## src/core/ect_defs.svh

```systemverilog
// Constants and field values for the event counter channel.
// How it works
// - Channels 0 and 1 count single-phase only; channels 2 to 4 add two-phase.
// - Single-phase source: input pin on chosen edge, or a timer overflow.
// - Single-phase direction comes from the select pin or a software bit.
// - Overflow or underflow reloads the counter unless free-run is chosen.
// - Set value n divides by FFFF-n+1 counting up, n+1 counting down.
// - Counting runs while the start flag is 1 and halts when it is 0.
// - Every overflow or underflow raises an interrupt request.
// - The count input pin is a general port or the counted signal input.
// - The toggle pin is a general port, pulse output or direction input.
// - Reading the count register gives the current counter value.
// - A write while stopped loads both reload register and counter.
// - A write while counting loads only the reload register until next reload.
// - Free-run skips the reload on overflow or underflow and keeps counting.
// - Pulse output inverts the toggle pin at every underflow.
// - Two-phase mode takes quadrature pulses on both pins for direction.
// - In two-phase mode every overflow or underflow reloads and restarts.
// - Normal two-phase: with toggle pin high, input rise counts up, fall down.
// - Times-four two-phase counts every edge of both pins with phase direction.
// - The counter is 16 bits wide.
`ifndef ECT_DEFS_SVH
`define ECT_DEFS_SVH
`define ECT_CNT_W      16
`define ECT_CNT_MAX    16'hffff
`define ECT_CNT_ZERO   16'h0000
`define ECT_CNT_STEP   16'h0001
`define ECT_CNT_RST    16'h0000
`define ECT_FIRST_QUAD 2
`define ECT_SYNC_DEPTH 2
`endif

```

## src/core/ect_pkg.sv

```systemverilog
// Types shared by the event counter channel and its helpers.
package ect_pkg;
    typedef enum logic [1:0] {
        ECT_SRC_PIN,
        ECT_SRC_B_OVF,
        ECT_SRC_A_OVF
    } ect_src_t;
    typedef struct packed {
        logic     start;
        ect_src_t src;
        logic     fall_edge;
        logic     ext_dir;
        logic     down_sw;
        logic     free_run;
        logic     pulse_out;
        logic     two_phase;
        logic     mul4;
        logic     cin_count;
        logic     tog_port_oe;
        logic     tog_port_val;
    } ect_cfg_t;
endpackage : ect_pkg

```

## src/core/ect_sync.sv

```systemverilog
// Two-flop synchroniser for a group of pin levels.
`timescale 1ns/1ns
`default_nettype none
module ect_sync #(
    parameter int W = 2
) (
    input  wire logic         clk_in,
    input  wire logic         srst_in,
    input  wire logic [W-1:0] d_in,
    output var  logic [W-1:0] q_out
);
    import ect_pkg::*;
    logic [W-1:0] meta_r;
    always_ff @(posedge clk_in) begin
        if (srst_in) begin
            meta_r <= '0;
            q_out  <= '0;
        end else begin
            meta_r <= d_in;
            q_out  <= meta_r;
        end
    end
endmodule : ect_sync
`default_nettype wire

```

## src/core/ect_quad.sv

```systemverilog
// Quadrature decoder giving one-cycle up and down count pulses.
`timescale 1ns/1ns
`default_nettype none
module ect_quad (
    input  wire logic clk_in,
    input  wire logic srst_in,
    input  wire logic en_in,
    input  wire logic mul4_in,
    input  wire logic a_in,
    input  wire logic b_in,
    output logic      inc_out,
    output logic      dec_out
);
    import ect_pkg::*;
    logic [1:0] prev_r;
    logic [1:0] cur;

    // Returns 1 for a step in the up direction of the {a,b} gray cycle.
    function automatic logic step_up(input logic [1:0] p, input logic [1:0] c);
        step_up = (p == 2'h1 && c == 2'h3) || (p == 2'h3 && c == 2'h2) ||
                  (p == 2'h2 && c == 2'h0) || (p == 2'h0 && c == 2'h1);
    endfunction : step_up

    assign cur = {a_in, b_in};

    always_ff @(posedge clk_in) begin
        if (srst_in) begin
            prev_r <= 2'h0;
        end else begin
            prev_r <= cur;
        end
    end

    always_comb begin
        inc_out = 1'b0;
        dec_out = 1'b0;
        if (en_in && mul4_in) begin
            inc_out = step_up(prev_r, cur);
            dec_out = step_up(cur, prev_r);
        end else if (en_in && b_in && prev_r[1] != a_in) begin
            inc_out = a_in;
            dec_out = ~a_in;
        end
    end
endmodule : ect_quad
`default_nettype wire

```

## src/core/ect_event_counter.sv

```systemverilog
// One event counter channel with reload, free-run, pulse output and quadrature.
`timescale 1ns/1ns
`default_nettype none
`include "ect_defs.svh"
module ect_event_counter #(
    parameter int CH_ID = 2
) (
    input  wire logic                    clk_in,
    input  wire logic                    srst_in,
    input  wire ect_pkg::ect_cfg_t       cfg_in,
    input  wire logic                    wr_en_in,
    input  wire logic [`ECT_CNT_W-1:0]   wr_data_in,
    input  wire logic                    count_input_pin_in,
    input  wire logic                    toggle_output_pin_in,
    input  wire logic                    second_b_group_timer_ovf_in,
    input  wire logic                    neighbour_a_group_timer_ovf_in,
    output logic [`ECT_CNT_W-1:0]        count_out,
    output logic [`ECT_CNT_W-1:0]        reload_out,
    output logic                         irq_out,
    output logic                         toggle_output_pin_out,
    output logic                         toggle_output_pin_oe_out,
    output logic                         count_input_level_out,
    output logic                         toggle_input_level_out
);
    import ect_pkg::*;

    // ------------------------------------------------------------
    // Declarations
    // ------------------------------------------------------------
    logic [`ECT_CNT_W-1:0] cnt_r;
    logic [`ECT_CNT_W-1:0] reload_r;
    logic [1:0]            pins_s;
    logic                  cin_s;
    logic                  tog_s;
    logic                  cin_d_r;
    logic                  two_ph;
    logic                  dir_in_mode;
    logic                  pulse_mode;
    logic                  port_mode;
    logic                  q_inc;
    logic                  q_dec;
    logic                  rise;
    logic                  fall;
    logic                  single_tick;
    logic                  tick;
    logic                  up;
    logic                  wrap_up;
    logic                  wrap_dn;
    logic                  wrap;
    logic                  do_reload;
    logic                  run_tick;
    logic [`ECT_CNT_W-1:0] cnt_nxt;
    logic                  tog_r;
    logic                  oe_r;
    logic                  irq_r;

    // ------------------------------------------------------------
    // Pin synchronisation
    // ------------------------------------------------------------
    ect_sync #(
        .W (`ECT_SYNC_DEPTH)
    ) u_sync (
        .clk_in  (clk_in),
        .srst_in (srst_in),
        .d_in    ({count_input_pin_in, toggle_output_pin_in}),
        .q_out   (pins_s)
    );

    assign cin_s = pins_s[1];
    assign tog_s = pins_s[0];

    always_ff @(posedge clk_in) begin
        if (srst_in) begin
            cin_d_r <= 1'b0;
        end else begin
            cin_d_r <= cin_s;
        end
    end

    // ------------------------------------------------------------
    // Mode decode
    // ------------------------------------------------------------
    // Two-phase mode exists only on the upper channels.
    assign two_ph      = cfg_in.two_phase && (CH_ID >= `ECT_FIRST_QUAD);
    assign dir_in_mode = two_ph || cfg_in.ext_dir;
    assign pulse_mode  = !dir_in_mode && cfg_in.pulse_out;
    assign port_mode   = !dir_in_mode && !cfg_in.pulse_out;

    // ------------------------------------------------------------
    // Quadrature decoding
    // ------------------------------------------------------------
    ect_quad u_quad (
        .clk_in  (clk_in),
        .srst_in (srst_in),
        .en_in   (two_ph),
        .mul4_in (cfg_in.mul4),
        .a_in    (cin_s),
        .b_in    (tog_s),
        .inc_out (q_inc),
        .dec_out (q_dec)
    );

    // ------------------------------------------------------------
    // Count source and direction
    // ------------------------------------------------------------
    assign rise = cin_s && !cin_d_r;
    assign fall = !cin_s && cin_d_r;

    always_comb begin
        single_tick = 1'b0;
        unique case (cfg_in.src)
            ECT_SRC_PIN: begin
                // A pin left as a general port never counts.
                single_tick = cfg_in.cin_count && (cfg_in.fall_edge ? fall : rise);
            end
            ECT_SRC_B_OVF: begin
                single_tick = second_b_group_timer_ovf_in;
            end
            ECT_SRC_A_OVF: begin
                single_tick = neighbour_a_group_timer_ovf_in;
            end
            default: begin
                single_tick = 1'b0;
            end
        endcase
    end

    always_comb begin
        if (two_ph) begin
            tick = q_inc || q_dec;
            up   = q_inc;
        end else begin
            tick = single_tick;
            // Select pin high counts up, low counts down.
            up   = cfg_in.ext_dir ? tog_s : !cfg_in.down_sw;
        end
    end

    // ------------------------------------------------------------
    // Wrap detection
    // ------------------------------------------------------------
    assign run_tick  = cfg_in.start && tick;
    assign wrap_up   = run_tick && up && (cnt_r == `ECT_CNT_MAX);
    assign wrap_dn   = run_tick && !up && (cnt_r == `ECT_CNT_ZERO);
    assign wrap      = wrap_up || wrap_dn;
    assign do_reload = wrap && (two_ph || !cfg_in.free_run);

    // ------------------------------------------------------------
    // Counter and reload register
    // ------------------------------------------------------------
    always_comb begin
        cnt_nxt = cnt_r;
        if (wr_en_in && !cfg_in.start) begin
            cnt_nxt = wr_data_in;
        end else if (do_reload) begin
            // A write in the same cycle reaches the counter at once.
            cnt_nxt = wr_en_in ? wr_data_in : reload_r;
        end else if (run_tick) begin
            // Free-run wraps naturally through the 16-bit width.
            cnt_nxt = up ? cnt_r + `ECT_CNT_STEP : cnt_r - `ECT_CNT_STEP;
        end
    end

    always_ff @(posedge clk_in) begin
        if (srst_in) begin
            cnt_r <= `ECT_CNT_RST;
        end else begin
            cnt_r <= cnt_nxt;
        end
    end

    always_ff @(posedge clk_in) begin
        if (srst_in) begin
            reload_r <= `ECT_CNT_RST;
        end else if (wr_en_in) begin
            reload_r <= wr_data_in;
        end
    end

    // ------------------------------------------------------------
    // Interrupt request
    // ------------------------------------------------------------
    always_ff @(posedge clk_in) begin
        if (srst_in) begin
            irq_r <= 1'b0;
        end else begin
            irq_r <= wrap;
        end
    end

    // ------------------------------------------------------------
    // Toggle pin drive
    // ------------------------------------------------------------
    always_ff @(posedge clk_in) begin
        if (srst_in) begin
            tog_r <= 1'b0;
        end else if (pulse_mode) begin
            if (wrap_dn) begin
                tog_r <= ~tog_r;
            end
        end else begin
            tog_r <= cfg_in.tog_port_val;
        end
    end

    always_ff @(posedge clk_in) begin
        if (srst_in) begin
            oe_r <= 1'b0;
        end else begin
            oe_r <= pulse_mode || (port_mode && cfg_in.tog_port_oe);
        end
    end

    // ------------------------------------------------------------
    // Outputs
    // ------------------------------------------------------------
    always_ff @(posedge clk_in) begin
        if (srst_in) begin
            count_out              <= `ECT_CNT_RST;
            reload_out             <= `ECT_CNT_RST;
            count_input_level_out  <= 1'b0;
            toggle_input_level_out <= 1'b0;
        end else begin
            count_out              <= cnt_nxt;
            reload_out             <= reload_r;
            count_input_level_out  <= cin_s;
            toggle_input_level_out <= tog_s;
        end
    end

    assign irq_out                  = irq_r;
    assign toggle_output_pin_out    = tog_r;
    assign toggle_output_pin_oe_out = oe_r;

    // ------------------------------------------------------------
    // Assertions
    // ------------------------------------------------------------
    AST_TWO_PHASE_CH: assert property (
        @(posedge clk_in) disable iff (srst_in)
        (CH_ID < `ECT_FIRST_QUAD) |-> !two_ph
    ) else $error("Two-phase mode active on a single-phase channel.");

    AST_HALT: assert property (
        @(posedge clk_in) disable iff (srst_in)
        (!cfg_in.start && !wr_en_in) |=> (cnt_r == $past(cnt_r))
    ) else $error("Counter moved while the start flag was clear.");

    AST_WR_STOPPED: assert property (
        @(posedge clk_in) disable iff (srst_in)
        (wr_en_in && !cfg_in.start) |=>
            (cnt_r == $past(wr_data_in)) && (reload_r == $past(wr_data_in))
    ) else $error("Stopped write did not load counter and reload.");

    AST_WR_RUN: assert property (
        @(posedge clk_in) disable iff (srst_in)
        (wr_en_in && cfg_in.start && !tick) |=>
            (cnt_r == $past(cnt_r)) && (reload_r == $past(wr_data_in))
    ) else $error("Running write disturbed the counter.");

    AST_UP_STEP: assert property (
        @(posedge clk_in) disable iff (srst_in)
        (run_tick && up && !wrap && !wr_en_in) |=>
            (cnt_r == $past(cnt_r) + `ECT_CNT_STEP)
    ) else $error("Up count did not advance by one.");

    AST_DN_STEP: assert property (
        @(posedge clk_in) disable iff (srst_in)
        (run_tick && !up && !wrap && !wr_en_in) |=>
            (cnt_r == $past(cnt_r) - `ECT_CNT_STEP)
    ) else $error("Down count did not step back by one.");

    AST_RELOAD: assert property (
        @(posedge clk_in) disable iff (srst_in)
        (wrap && !cfg_in.free_run && !wr_en_in) |=> (cnt_r == $past(reload_r))
    ) else $error("Wrap did not reload the counter.");

    AST_FREE_RUN: assert property (
        @(posedge clk_in) disable iff (srst_in)
        (wrap_up && cfg_in.free_run && !two_ph && !wr_en_in) |=>
            (cnt_r == `ECT_CNT_ZERO)
    ) else $error("Free-run overflow did not roll to zero.");

    AST_QUAD_RELOAD: assert property (
        @(posedge clk_in) disable iff (srst_in)
        (wrap && two_ph && !wr_en_in) |=> (cnt_r == $past(reload_r))
    ) else $error("Two-phase wrap did not reload.");

    AST_IRQ: assert property (
        @(posedge clk_in) disable iff (srst_in)
        wrap |=> irq_out ##1 !irq_out || $past(wrap)
    ) else $error("Interrupt request missing after wrap.");

    AST_IRQ_CAUSE: assert property (
        @(posedge clk_in) disable iff (srst_in)
        !wrap |=> !irq_out
    ) else $error("Interrupt request without overflow or underflow.");

    AST_TOGGLE: assert property (
        @(posedge clk_in) disable iff (srst_in)
        (pulse_mode && wrap_dn) |=>
            (toggle_output_pin_out != $past(toggle_output_pin_out))
    ) else $error("Pulse output did not invert on underflow.");

    AST_READ: assert property (
        @(posedge clk_in) disable iff (srst_in)
        ##1 (count_out == cnt_r)
    ) else $error("Count read does not match the counter.");

    AST_DIR_INPUT: assert property (
        @(posedge clk_in) disable iff (srst_in)
        dir_in_mode |=> !toggle_output_pin_oe_out
    ) else $error("Toggle pin driven while it serves as an input.");

    AST_PIN_PORT: assert property (
        @(posedge clk_in) disable iff (srst_in)
        (!two_ph && cfg_in.src == ECT_SRC_PIN && !cfg_in.cin_count) |-> !tick
    ) else $error("Count input counted while used as a general port.");

    AST_QUAD_NORMAL: assert property (
        @(posedge clk_in) disable iff (srst_in)
        (two_ph && !cfg_in.mul4 && !tog_s) |-> !tick
    ) else $error("Normal two-phase counted with toggle pin low.");

    AST_QUAD_MUL4: assert property (
        @(posedge clk_in) disable iff (srst_in)
        (two_ph && cfg_in.mul4 && $changed(tog_s) && $stable(cin_s)) |-> tick
    ) else $error("Times-four mode missed a toggle pin edge.");

    AST_RELOAD_WR: assert property (
        @(posedge clk_in) disable iff (srst_in)
        wr_en_in |=> (reload_r == $past(wr_data_in))
    ) else $error("Write did not reach the reload register.");

    AST_SRC_TIMER: assert property (
        @(posedge clk_in) disable iff (srst_in)
        (!two_ph && cfg_in.src == ECT_SRC_B_OVF) |-> (tick == second_b_group_timer_ovf_in)
    ) else $error("Timer overflow source not followed.");

    AST_DIR_SEL: assert property (
        @(posedge clk_in) disable iff (srst_in)
        (!two_ph && cfg_in.ext_dir) |-> (up == tog_s)
    ) else $error("Direction does not follow the select pin.");

    AST_FREE_DN: assert property (
        @(posedge clk_in) disable iff (srst_in)
        (wrap_dn && cfg_in.free_run && !two_ph && !wr_en_in) |=> (cnt_r == `ECT_CNT_MAX)
    ) else $error("Free-run underflow did not roll to the maximum.");

    AST_OE_PULSE: assert property (
        @(posedge clk_in) disable iff (srst_in)
        pulse_mode |=> toggle_output_pin_oe_out
    ) else $error("Pulse output mode left the toggle pin undriven.");

endmodule : ect_event_counter
`default_nettype wire

```

## config.mk

```make
export PLATFORM = sky130hd
export DESIGN_NAME = ect_event_counter
export DESIGN_NICKNAME = d
export VERILOG_FILES = /design/src/core/ect_pkg.sv /design/src/core/ect_sync.sv /design/src/core/ect_quad.sv /design/src/core/ect_event_counter.sv
export VERILOG_INCLUDE_DIRS = /design/src /design/src/core
export SDC_FILE = /design/constraint.sdc
export NUM_CORES = 1
export LEC_CHECK = 0
export BUFFER_PORTS_ARGS = -buffer_cell sky130_fd_sc_hd__buf_2
export CORE_MARGIN = 2
export CORE_UTILIZATION = 51
export DETAILED_ROUTE_END_ITERATION = 6
export PLACE_DENSITY = 0.76
export SLEW_MARGIN = 20
export SYNTH_ARGS = -nofsm -noshare
export SYNTH_HDL_FRONTEND = slang
export SYNTH_SLANG_ARGS = --single-unit
```

## constraint.sdc

```tcl
create_clock -name clk_in -period 3.7 [get_ports clk_in]
set_input_delay 0.74 -clock clk_in [delete_from_list [all_inputs] [get_ports clk_in]]
set_output_delay 0.74 -clock clk_in [all_outputs]
set_load 0.1 [all_outputs]
```

==> flow_metrics.env <==
export IMPL_multi_input_area_um2=1840
export IMPL_routed_via_density=5.98
export IMPL_die_y_um=83.0
export IMPL_stdcell_area_um2=3700
export IMPL_worst_slew_pin_slew_ns=0.729
export IMPL_post_place_ws_ns=0.435
export IMPL_required_ns=3.93
export IMPL_clkTransAtPathRegs_ns=0.07
export IMPL_cts_sinks=57
export IMPL_status="completed"
export IMPL_hold_buffers=0
export IMPL_syn_inst=368
export IMPL_final_util_pct=61.7
export IMPL_hold_depth=1
export IMPL_wl_per_cell_um=17.5
export IMPL_ys_seq_area_share_pct=35.8
export IMPL_synth_async_sr_flop_share_pct=0
export IMPL_hold_viol_final=0
export IMPL_io_pins=73
export IMPL_rr_worst_depth=14
export IMPL_port_buffers=72
export IMPL_max_slew_margin_pct=51.2
export IMPL_final_max_slew_viol_count=0
export IMPL_rsz0062_at_grt="no"
export IMPL_die_area_um2=6890
export IMPL_fill_cells=559
export IMPL_min_period_ns=3.18
export IMPL_synth_top_flop_cell="dfxtp_1"
export IMPL_cts_root_buf="clkbuf_8"
export IMPL_hp_class="register to register"
export IMPL_tns_ns=0
export IMPL_start_kind="register"
export IMPL_drt_initial_drc_count=270
export IMPL_grt_pass1_vias=2879
export IMPL_grt_ovfl_total=0
export IMPL_cts_setup_buffers=0
export IMPL_ys_warn_count=0
export IMPL_grt_max_degree=35
export IMPL_place_area_um2=3500
export IMPL_n_antenna_cell=0
export IMPL_worst_clock_skew_ns=0.0108
export IMPL_endpoint_kind="register"
export IMPL_initial_core_util_pct=53.2
export IMPL_synthesis_nets=407
export IMPL_synth_edf_count=0
export IMPL_die_w_um=83.0
export IMPL_track_usage_pct=26.0
export IMPL_arrival_ns=3.41
export IMPL_drive_gt1_share_pct=26.6
export IMPL_drv_cap=0
export IMPL_antenna_found_initial=0
export IMPL_place_congestion=1.00
export IMPL_placedCellCount=496
export IMPL_ys_seq_elements=57
export IMPL_clock_latency_ns=0.34
export IMPL_hpwl_mm=6.53
export IMPL_max_freq_mhz=315
export IMPL_synth_top_area_cell="dfxtp_1"
export IMPL_cts_tree="built"
export IMPL_syn_area_per_cell_um2=8.65
export IMPL_drc=0
export IMPL_vias=3057
export IMPL_pwr_density_cell_nw_per_um2=492
export IMPL_drt_pass1_iter_count=6
export IMPL_setup_slack_ns=0.520
export IMPL_stdcell_count=511
export IMPL_peakVddDrop_v=0.000313
export IMPL_setup_viol=0
export IMPL_ant_nets=0
export IMPL_p_leak_nw=1.60
export IMPL_placement_rows=28
export IMPL_grt_pass1_wl_mm=14.5
export IMPL_synth_top_area_share_pct=35.8
export IMPL_clock_path_buffers=2
export IMPL_coreArea_um2=5990
export IMPL_syn_cell_area_um2=3180
export IMPL_crit_type="register to register"
export IMPL_synth_common_cells="57 x dfxtp_1, 37 x nor2_1, 24 x nand2_1"
export IMPL_htree_levels=3
export IMPL_numCtsBuffers=9
export IMPL_cts_resized=0
export IMPL_yosys_cell_types_count=65
export IMPL_finalNetCount=471
export IMPL_period_share_pct=85.9
export IMPL_reg2reg_slack_ns=0.52
export IMPL_ff_latch_area_um2=1140
export IMPL_path_max_fanout=6
export IMPL_ys_top_cells_by_area="dfxtp_1 36%, mux2i_1 4.4%, nor2_1 4.4%, nor2b_1 4.3%, xnor2_1 3.6%"
export IMPL_synthToLayoutAreaGrowth_pct=16.1
export IMPL_synth_most_common_cell="dfxtp_1"
export IMPL_drt_wl_total_mm=8.96
[worst max-delay path, stage by stage (launching register included)]
cell and delay, ns:
dfxtp_2 0.38, inv_1 0.06, ha_1 0.33, nor4bb_4 0.07, a311oi_2 0.51, nor2_2 0.12, xnor2_1 0.15, ha_1 0.25
nor2_1 0.13, nand2_1 0.10, or3_1 0.31, o22ai_1 0.16, xnor2_1 0.15, nor2_1 0.07, a211o_1 0.30
[metrics by stage]
step           power (mW)  hold slack, ns
2_1_floorplan        1.14           0.414
4_1_cts              1.82           0.442
5_1_grt              1.89           0.475
3_3_place_gp         1.25           0.423
6_report             1.82           0.434
3_5_place_dp         1.25           0.427
[final cells by class]
cell class,instances,share of cell area [%]
inverter,6,0.609
timing repair buffer,78,11.0
multi-input combinational,280,49.7
sequential,57,30.9
clock inverter,5,1.52
tap,75,2.54
clock buffer,10,3.72
[flip-flops by register name (all words and copies together), names as in the netlist]
signal / flops
u_sync.q_out: 2
toggle_output_pin_out: 1
reload_out: 16
u_sync.meta_r: 2
irq_out: 1
u_quad.prev_r: 2
toggle_output_pin_oe_out: 1
reload_r: 16
count_out: 16
[power by group]
part	switching (mW)	internal, mW
combinational	0.382	0.159
sequential	0.0539	0.651
clock	0.251	0.324
total	0.686	1.13
[layout by cell type, fill, tap and decap left out, types with 5 or more instances in the layout]
cell type / instances
nand3_1: 17
dfxtp_1: 56
mux2i_1: 14
a211o_1: 5
nand4_1: 11
nand2b_1: 10
buf_2: 72
nor2_1: 37
and3_1: 8
clkbuf_8: 10
nor3_1: 12
nor4_1: 9
nor2b_1: 22
buf_4: 6
nand2_1: 24
a21oi_1: 16
inv_1: 6
a31oi_1: 5
o21ai_0: 10
xnor2_1: 13
[cells by family (layout without fill, tap and decap cells)]
kind of cell / Yosys count / count (layout) / share of synthesized area [%]
xor gates and xnor gates: 18 / 18 / 5.19
AOI/OAI and AO/OA: 72 / 72 / 17.0
adders and majority gates: 3 / 3 / 1.18
and+or+nand+nor: 171 / 171 / 29.3
muxes: 16 / 16 / 5.11
buffers and inverters: 31 / 99 / 6.40
DFF: 57 / 57 / 35.8
[final timing paths]
path,startpoint,end
setup / recovery,u_quad.prev_r[1]$_SDFF_PP0_,count_out[6]$_SDFFE_PP0P_
hold / removal,u_sync.meta_r[1]$_SDFF_PP0_,u_sync.q_out[1]$_SDFF_PP0_
setup reg to reg,u_quad.prev_r[1]$_SDFF_PP0_,count_out[6]$_SDFFE_PP0P_
hold reg to reg,u_sync.meta_r[1]$_SDFF_PP0_,u_sync.q_out[1]$_SDFF_PP0_
[layer usage]
layer / part of all wire (%) / vias up / routed length, um / global-route usage, %
met5: 0 / - / 0 / 0
li1: - / 1464 / - / -
met2: 47 / 134 / 4180 / 42.2
met4: 1.9 / 0 / 166 / 8.79
met1: 45 / 1441 / 4000 / 34.0
met3: 6.8 / 18 / 606 / 5.96
Note: power is estimated with default switching activity, not from simulation.
